--- src/core/irq_prio_pkg.sv ---
// Purpose: constants for the motor interrupt priority registers
// Assumes: classic wishbone, 32-bit data, word-aligned registers
// Notes:   offsets are byte addresses
package irq_prio_pkg;
  // ----------------------------------------------------------------
  // register map
  // ----------------------------------------------------------------
  localparam logic [7:0]  ENC_PWM_OFFSET   = 8'h00; // encoder_pwm_priority
  localparam logic [7:0]  PWM_FAULT_OFFSET = 8'h04; // pwm_fault_priority
  // ----------------------------------------------------------------
  // field layout
  // ----------------------------------------------------------------
  localparam int          LEVEL_W          = 3;     // width of one level field
  localparam int          ENC_LSB          = 8;     // encoder_irq_level 10:8
  localparam int          PWM1_LSB         = 4;     // pwm_gen1_irq_level 6:4
  localparam int          FAULT_LSB        = 12;    // pwm_gen1_fault_irq_level 14:12
  localparam logic [2:0]  LEVEL_RESET      = 3'h4;  // level 4 after reset
  localparam logic [2:0]  LEVEL_OFF        = 3'h0;  // source disabled
  localparam logic [15:0] ENC_PWM_RESET    = 16'h0440;
  localparam logic [15:0] PWM_FAULT_RESET  = 16'h4000;
endpackage

--- src/core/motor_irq_priority_regs.sv ---
// Purpose: two software priority registers feeding interrupt arbitration
// Assumes: classic wishbone slave, one clock, async active-low reset
// Notes:   ack one cycle after request; unmapped reads return zero
//
// Function
// encoder level at bits 10:8, register one
// pwm generator level at bits 6:4
// pwm fault level at bits 14:12, register two
// field value is the priority level directly
// level zero disables the source
// unused bits ignore writes, read zero
// all fields reset to level four
`timescale 1ns/10ps
module motor_irq_priority_regs (
  input  wire logic        core_clk_i,          // system clock, 100 MHz
  input  wire logic        rst_n_i,             // async reset, active low
  input  wire logic        wb_cyc_i,            // bus cycle
  input  wire logic        wb_stb_i,            // strobe
  input  wire logic        wb_we_i,             // write enable
  input  wire logic [7:0]  wb_adr_i,            // byte address
  input  wire logic [3:0]  wb_sel_i,            // byte lanes
  input  wire logic [31:0] wb_dat_i,            // write data
  output logic      [31:0] wb_dat_o,            // read data
  output logic             wb_ack_o,            // acknowledge
  output logic      [2:0]  encoder_irq_level_o, // level to arbiter
  output logic      [2:0]  pwm_gen1_irq_level_o,
  output logic      [2:0]  pwm_gen1_fault_irq_level_o,
  output logic             encoder_irq_en_o,    // source enabled
  output logic             pwm_gen1_irq_en_o,
  output logic             pwm_gen1_fault_irq_en_o
);
  // ----------------------------------------------------------------
  // bus decode
  // ----------------------------------------------------------------
  // the three level fields; every other register bit is tied to zero
  logic [2:0] enc_lvl;   // encoder level field, bits 10:8 of register one
  logic [2:0] pwm_lvl;   // generator level field, bits 6:4 of register one
  logic [2:0] flt_lvl;   // fault level field, bits 14:12 of register two

  // a request counts as new only while no ack is out; a master that keeps
  // strobe up past the ack is served every other cycle, never twice in a row
  wire        req      = wb_cyc_i & wb_stb_i & ~wb_ack_o;
  wire        wr       = req & wb_we_i;        // write half of a new request

  // full eight-bit compare, so no other offset aliases onto a register
  wire        hit_a    = wb_adr_i == irq_prio_pkg::ENC_PWM_OFFSET;   // encoder_pwm_priority
  wire        hit_b    = wb_adr_i == irq_prio_pkg::PWM_FAULT_OFFSET; // pwm_fault_priority

  // byte lanes: a field is written only when the lane holding it is set,
  // so software can update the encoder level without touching the generator level
  wire        lane_hi  = wb_sel_i[1];          // lane for bits 15:8
  wire        lane_lo  = wb_sel_i[0];          // lane for bits 7:0

  // per-field write strobes
  wire        wr_enc   = wr & hit_a & lane_hi;
  wire        wr_pwm   = wr & hit_a & lane_lo;
  wire        wr_flt   = wr & hit_b & lane_hi;

  // new field values, cut straight out of the data bus; bits outside the
  // three slices are never stored, which is what keeps them at zero
  wire [2:0]  enc_din  = wb_dat_i[irq_prio_pkg::ENC_LSB +: irq_prio_pkg::LEVEL_W];
  wire [2:0]  pwm_din  = wb_dat_i[irq_prio_pkg::PWM1_LSB +: irq_prio_pkg::LEVEL_W];
  wire [2:0]  flt_din  = wb_dat_i[irq_prio_pkg::FAULT_LSB +: irq_prio_pkg::LEVEL_W];

  // read images: levels in their slots, unused positions tied low
  wire [15:0] reg_a    = {5'h00, enc_lvl, 1'h0, pwm_lvl, 4'h0};
  wire [15:0] reg_b    = {1'h0, flt_lvl, 12'h000};

  // registers sit in the low half of the word; the high half and any
  // unmapped offset read as zero
  wire [31:0] next_rd  = hit_a ? {16'h0000, reg_a} :
                         hit_b ? {16'h0000, reg_b} : 32'h0000_0000;

  // ----------------------------------------------------------------
  // level fields
  // ----------------------------------------------------------------
  // encoder level; reset puts the source at level 4
  always_ff @(posedge core_clk_i or negedge rst_n_i) begin
    if (!rst_n_i) begin
      enc_lvl <= irq_prio_pkg::LEVEL_RESET;
    end else if (wr_enc) begin
      enc_lvl <= enc_din;
    end
  end

  // generator level; shares register one with the encoder, own lane
  always_ff @(posedge core_clk_i or negedge rst_n_i) begin
    if (!rst_n_i) begin
      pwm_lvl <= irq_prio_pkg::LEVEL_RESET;
    end else if (wr_pwm) begin
      pwm_lvl <= pwm_din;
    end
  end

  // fault level; the only field of register two
  always_ff @(posedge core_clk_i or negedge rst_n_i) begin
    if (!rst_n_i) begin
      flt_lvl <= irq_prio_pkg::LEVEL_RESET;
    end else if (wr_flt) begin
      flt_lvl <= flt_din;
    end
  end

  // ----------------------------------------------------------------
  // bus answer
  // ----------------------------------------------------------------
  // ack follows the taking edge by one cycle and stands one cycle; read
  // data is captured with the request and is zero outside the ack cycle,
  // so a bus that ors slave outputs together sees nothing from us at rest
  always_ff @(posedge core_clk_i or negedge rst_n_i) begin
    if (!rst_n_i) begin
      wb_ack_o <= 1'h0;
      wb_dat_o <= 32'h0000_0000;
    end else begin
      wb_ack_o <= req;                           // every request is answered
      wb_dat_o <= req ? next_rd : 32'h0000_0000;
    end
  end

  // ----------------------------------------------------------------
  // arbiter outputs
  // ----------------------------------------------------------------
  // a zero level takes the source out of arbitration altogether
  wire        enc_on   = enc_lvl != irq_prio_pkg::LEVEL_OFF;
  wire        pwm_on   = pwm_lvl != irq_prio_pkg::LEVEL_OFF;
  wire        flt_on   = flt_lvl != irq_prio_pkg::LEVEL_OFF;

  // levels are registered so the arbiter sees clean flop outputs; the
  // price is one cycle of lag after a write, harmless for a priority
  always_ff @(posedge core_clk_i or negedge rst_n_i) begin
    if (!rst_n_i) begin
      encoder_irq_level_o        <= irq_prio_pkg::LEVEL_RESET;
      pwm_gen1_irq_level_o       <= irq_prio_pkg::LEVEL_RESET;
      pwm_gen1_fault_irq_level_o <= irq_prio_pkg::LEVEL_RESET;
    end else begin
      encoder_irq_level_o        <= enc_lvl;
      pwm_gen1_irq_level_o       <= pwm_lvl;
      pwm_gen1_fault_irq_level_o <= flt_lvl;
    end
  end

  // enables move in the same cycle as their levels, so the pair never
  // disagrees at the arbiter; reset level 4 means every source starts on
  always_ff @(posedge core_clk_i or negedge rst_n_i) begin
    if (!rst_n_i) begin
      encoder_irq_en_o           <= 1'h1;
      pwm_gen1_irq_en_o          <= 1'h1;
      pwm_gen1_fault_irq_en_o    <= 1'h1;
    end else begin
      encoder_irq_en_o           <= enc_on;
      pwm_gen1_irq_en_o          <= pwm_on;
      pwm_gen1_fault_irq_en_o    <= flt_on;
    end
  end

  // ----------------------------------------------------------------
  // checks
  // ----------------------------------------------------------------
  // a selected write lands in its field at the taking edge
  a_enc_write: assert property (@(posedge core_clk_i) disable iff (!rst_n_i)
    wr_enc |=> enc_lvl == $past(wb_dat_i[10:8])) else $error("encoder level not written");
  a_pwm_write: assert property (@(posedge core_clk_i) disable iff (!rst_n_i)
    wr_pwm |=> pwm_lvl == $past(wb_dat_i[6:4])) else $error("pwm level not written");
  a_fault_write: assert property (@(posedge core_clk_i) disable iff (!rst_n_i)
    wr_flt |=> flt_lvl == $past(wb_dat_i[14:12])) else $error("fault level not written");

  // a write to register one with the upper lane off leaves the encoder alone
  a_lane_guard: assert property (@(posedge core_clk_i) disable iff (!rst_n_i)
    wr && hit_a && !wb_sel_i[1] |=> $stable(enc_lvl))
    else $error("encoder level changed without its lane");

  // the encoder and fault outputs to the arbiter carry the written code two edges after the write
  a_level_follow: assert property (@(posedge core_clk_i) disable iff (!rst_n_i)
    wr_enc ##1 1'h1 |=> encoder_irq_level_o == $past(wb_dat_i[10:8], 2))
    else $error("level output wrong");
  a_fault_follow: assert property (@(posedge core_clk_i) disable iff (!rst_n_i)
    wr_flt ##1 1'h1 |=> pwm_gen1_fault_irq_level_o == $past(wb_dat_i[14:12], 2))
    else $error("fault level output wrong");

  // each enable is low exactly when the field held code zero a cycle ago
  a_zero_disables: assert property (@(posedge core_clk_i) disable iff (!rst_n_i)
    {encoder_irq_en_o, pwm_gen1_irq_en_o, pwm_gen1_fault_irq_en_o} ==
    {$past(enc_lvl) != 3'h0, $past(pwm_lvl) != 3'h0, $past(flt_lvl) != 3'h0})
    else $error("enable does not match level");

  // unused positions read zero, each register with its own mask
  a_unused_zero: assert property (@(posedge core_clk_i) disable iff (!rst_n_i)
    wb_ack_o && $past(hit_a) |-> (wb_dat_o & 32'hffff_f88f) == 32'h0000_0000)
    else $error("unused bits of register one read nonzero");
  a_unused_fault: assert property (@(posedge core_clk_i) disable iff (!rst_n_i)
    wb_ack_o && $past(hit_b) |-> (wb_dat_o & 32'hffff_8fff) == 32'h0000_0000)
    else $error("unused bits of register two read nonzero");
  a_unmapped_zero: assert property (@(posedge core_clk_i) disable iff (!rst_n_i)
    wb_ack_o && !$past(hit_a) && !$past(hit_b) |-> wb_dat_o == 32'h0000_0000)
    else $error("unmapped offset read nonzero");
  a_read_back: assert property (@(posedge core_clk_i) disable iff (!rst_n_i)
    req && !wb_we_i && hit_b |=> wb_dat_o == {16'h0000, $past(reg_b)})
    else $error("read data wrong");

  // ack is a single-cycle pulse
  a_ack_pulse: assert property (@(posedge core_clk_i) disable iff (!rst_n_i)
    wb_ack_o |=> !wb_ack_o) else $error("ack held longer than one cycle");

  // after reset both registers and all three level outputs to the arbiter sit at level 4
  a_reset_value: assert property (@(posedge core_clk_i)
    $rose(rst_n_i) |-> reg_a == irq_prio_pkg::ENC_PWM_RESET
                    && reg_b == irq_prio_pkg::PWM_FAULT_RESET)
    else $error("reset value wrong");
  a_reset_outputs: assert property (@(posedge core_clk_i)
    $rose(rst_n_i) |-> {encoder_irq_level_o, pwm_gen1_irq_level_o,
                        pwm_gen1_fault_irq_level_o} == {3{irq_prio_pkg::LEVEL_RESET}})
    else $error("arbiter outputs not at reset level");
endmodule

--- config.mk ---
export PLATFORM = sky130hd
export DESIGN_NAME = motor_irq_priority_regs
export DESIGN_NICKNAME = d
export VERILOG_FILES = /design/src/core/irq_prio_pkg.sv /design/src/core/motor_irq_priority_regs.sv
export SDC_FILE = /design/constraint.sdc
export NUM_CORES = 1
export LEC_CHECK = 0
export BUFFER_PORTS_ARGS = -buffer_cell sky130_fd_sc_hd__buf_2
export CORE_MARGIN = 5
export CORE_UTILIZATION = 39
export DETAILED_ROUTE_END_ITERATION = 10
export PLACE_DENSITY = 0.9
export SLEW_MARGIN = 20
export SYNTH_ARGS = -nofsm -noshare
export SYNTH_HDL_FRONTEND = slang
export SYNTH_SLANG_ARGS = --single-unit
--- constraint.sdc ---
create_clock -name core_clk_i -period 1.9 [get_ports core_clk_i]
set_input_delay 0.38 -clock core_clk_i [delete_from_list [all_inputs] [get_ports core_clk_i]]
set_output_delay 0.38 -clock core_clk_i [all_outputs]
set_load 0.05 [all_outputs]
==> After elaboration in Yosys (flattened, before gate mapping) <==
Cells that the tools add are included.
{ "classes": {"n_eq_ne": 1, "muxes": 3, "bitwise": 9, "n_reduce_logical": 4} }
{ "op_table": {"columns": ["operator", "count"], "rows": [
  ["$mux W15", 3],
  ["$reduce_bool A3 Y1", 3],
  ["$and A1 B1 Y1", 8],
  ["$eq A8 B3 Y1 const B", 1],
  ["$logic_not A8 Y1", 1],
  ["$not A1 Y1", 1]
]} }
{ "totals": {"in_bits": 49, "out_inout_bits": 45, "reg_bits": 37} }

==> Longest topological paths before layout <==
{ "logic_depth": {"word_depth": 5, "mapped_depth": 3} }

==> Worst setup path after synthesis <==
Ideal clock, no wire load.
{ "synth_path": {"kind": "register to register", "from": "reg wb_ack_o", "to": "reg flt_lvl[0]", "stages_incl_launch_ff": 4, "required_time_ns": 1.775, "setup_slack_ns": 0.306, "arrival_ns": 1.469, "n_path_buf": 0, "synth_period_minus_slack_ns": 1.594, "cell_sequence": "dfrtp_1 and4b_1 and4_2 mux2_2"} }
{ "synth_between": {"elab_chain_cells": 5} }
{ "synth_lines": {"columns": ["item", "line", "text"], "rows": [
  ["from (decl)", "motor_irq_priority_regs.sv:24", "output logic wb_ack_o,"],
  ["from (signal assigned)", "motor_irq_priority_regs.sv:115", "wb_ack_o <= req;"],
  ["$not A1 Y1", "motor_irq_priority_regs.sv:42", "wire req = wb_cyc_i & wb_stb_i & ~wb_ack_o;"],
  ["$and A1 B1 Y1", "motor_irq_priority_regs.sv:42", null],
  ["$and A1 B1 Y1", "motor_irq_priority_regs.sv:43", "wire wr = req & wb_we_i;"],
  ["$and A1 B1 Y1 (2 in series)", "motor_irq_priority_regs.sv:57", "wire wr_flt = wr & hit_b & lane_hi;"],
  ["to (signal assigned)", "motor_irq_priority_regs.sv:98", "flt_lvl <= irq_prio_pkg::LEVEL_RESET;"],
  ["to (signal assigned)", "motor_irq_priority_regs.sv:100", "flt_lvl <= flt_din;"],
  ["to (decl)", "motor_irq_priority_regs.sv:38", "logic [2:0] flt_lvl;"]
]} }
Every way passes these cells.
A chain may end at the register's enable or synchronous reset.

==> Worst setup path after layout <==
{ "layout_path": {"from": "reg pwm_gen1_fault_irq_level_o[2]", "to": "out pwm_gen1_fault_irq_level_o[2]"} }
{ "layout_rtl": {"columns": ["item", "line", "text"], "rows": [
  ["from (decl)", "motor_irq_priority_regs.sv:27", "output logic [2:0] pwm_gen1_fault_irq_level_o,"],
  ["from (signal assigned)", "motor_irq_priority_regs.sv:134", "pwm_gen1_fault_irq_level_o <= irq_prio_pkg::LEVEL_RESET;"],
  ["from (signal assigned)", "motor_irq_priority_regs.sv:138", "pwm_gen1_fault_irq_level_o <= flt_lvl;"]
]} }
No word-level cell between the ends.

==> results.json <==
{
  "ant_nets": 0,
  "regToRegEndpoint": "flt_lvl[0]",
  "slew_headroom": 0.594,
  "whs_ps": 70.8,
  "final_max_slew_viol_count": 0,
  "ys_types": 17,
  "vias_per_cell": 4.12,
  "path_class": "flop to output port",
  "ys_seq_area_frac": 0.635,
  "dieArea_um2": 4400,
  "synth-edff-count": 0,
  "setup_viol": 0,
  "start_util": 0.406,
  "clk_pin_slew_ps": 80,
  "rr_startpoint": "wb_ack_o",
  "area_delta_synth_final_pct": 19.9,
  "netlist_instances": 90,
  "end_kind": "output port",
  "ys.flop_type": "dfrtp_1",
  "fin_crit_sh": 0.776,
  "cts-htree-levels": 2,
  "yosysWarnings": 0,
  "critPathSlowestCell": "dfstp_2",
  "cap_violations": 0,
  "post_cts.repair.setup_buffers": 0,
  "core-area_um2": 3050,
  "cts_hold_buffers": 0,
  "hpwlAfterDp_um": 1770,
  "crit_path_cell_trace": "buf_2",
  "gr-total-overflow": 0,
  "numCtsBuffers": 5,
  "final_cell_mix": "buf_2, conb_1, dfrtp_1, mux2_2, dfstp_2",
  "cpPeakStageDelay_ps": 530,
  "synth_area_leaders": "dfrtp_1, dfstp_2, buf_4",
  "synthArstFlopShare": 1.00,
  "dpl.cell_count": 178,
  "max_slew.worst_pin.slew_ps": 608,
  "hold_class": "input pin to asynchronous set/reset pin",
  "antenna_cells": 0,
  "cts_sinks": 31,
  "power_density_nw_per_um2": 801,
  "path_max_fanout": 1,
  "tns_ps": 0,
  "drive_above_1_share": 0.511,
  "final_cells": 185,
  "dieHeight_um": 66.4,
  "crit_start": "pwm_gen1_fault_irq_level_o[2]",
  "grt_pass1_wl_um": 3260,
  "root_buffer": "clkbuf_4",
  "grt_pass1_vias": 716,
  "post_drt_wl_per_cell_um": 11.4,
  "dp_worst_setup_slack_ps": 257,
  "ios": 94,
  "insertion_delay_ps": 310,
  "grt_max_degree": 32,
  "first_pass_iters": 4,
  "critPathRequiredTime_ps": 1520,
  "synth_largest_area_cell": "dfrtp_1",
  "nets": 190,
  "rr_worst_depth": 3,
  "synth-seq-cells": 31,
  "status": "finished, final reports clean",
  "fmax_mhz": 678,
  "total_leakage_power_uw": 0.000841,
  "synth.top_cell.area_share": 0.444,
  "start_kind": "flop",
  "mostFrequentLayoutCell": "buf_2",
  "drc_errors": 0,
  "path_delay_family": "flip-flops",
  "cts_tree": "built",
  "setup_ws_ps": 426,
  "grt_util_all_layers": 0.106,
  "num_rows": 20,
  "syn_area_per_cell_um2": 13.8,
  "crit_buf_inv": 1,
  "finClkSkew_ps": 4.37,
  "ctsLongestPathBuffers": 2,
  "arrival_ps": 1090,
  "r2r_setup_slack_ps": 470,
  "rsz0062_at_grt": "false",
  "drtIter0Drc": 64,
  "die_w_um": 66.4,
  "peakVddDrop_uv": 241,
  "drt_wl_total_um": 2110,
  "synth_area_um2": 1240,
  "power.total_uw": 1190,
  "cts_resized": 0,
  "vias": 763,
  "port_buffers": 45,
  "period_needed_ps": 1470,
  "gp_congestion": 0.850,
  "hold_viol": 0,
  "antenna_found_initial": 0
}
metrics by stage:
step,instance area [um2],util
after global placement,1430,0.468
final,1490,0.486
after global routing,1490,0.486
after CTS,1490,0.486
after floorplan,1320,-
after detailed placement,1430,0.468
registers in the layout, indices dropped and copies added, names as in the netlist:
register                    count
wb_dat_o                        9
enc_lvl                         3
encoder_irq_level_o             3
flt_lvl                         3
pwm_gen1_fault_irq_level_o      3
pwm_gen1_irq_level_o            3
pwm_lvl                         3
encoder_irq_en_o                1
pwm_gen1_fault_irq_en_o         1
pwm_gen1_irq_en_o               1
wb_ack_o                        1
power breakdown:
| group | internal (uW) | switching, uW |
|---|---|---|
| clock network | 171 | 183 |
| registers | 667 | 2.20 |
| logic | 24.7 | 142 |
| total | 862 | 327 |
worst max path at each step:
stage | endpoint | depth (start not counted)
floorplan | flt_lvl[0] | 3
global placement | flt_lvl[1] | 4
detailed placement | flt_lvl[1] | 4
CTS | pwm_gen1_fault_irq_level_o[2] | 1
global route | pwm_gen1_fault_irq_level_o[2] | 1
finish | pwm_gen1_fault_irq_level_o[2] | 1
final cells by class:
class / count / area (um2)
tap: 44 / 55.1
timing repair buffer: 45 / 225
fill: 262 / 1570
clock inverter: 1 / 5.00
inverter: 3 / 11.3
multi-input combinational: 55 / 350
sequential: 31 / 787
clock buffer: 6 / 51.3
synth_stat cells (2+ instances only):
library cell,count
buf_4,23
dfrtp_1,22
dfstp_2,9
mux2_2,9
and2_1,7
inv_1,3
nand4_1,3
nor2_1,3
and4b_1,2
or3_1,2
metal layers:
metal,global-route usage,wire length [um]
met1,0.103,809
met2,0.171,902
met3,0.0459,333
met4,0.0914,68
met5,0,0
cells by family after synthesis:
family        after synthesis  share of synthesized area
buf+inv                    26                      0.148
other cells                 1                    0.00303
flops                      31                      0.635
simple gates               23                      0.131
mux                         9                     0.0818
(Power assumes the default switching activity.)
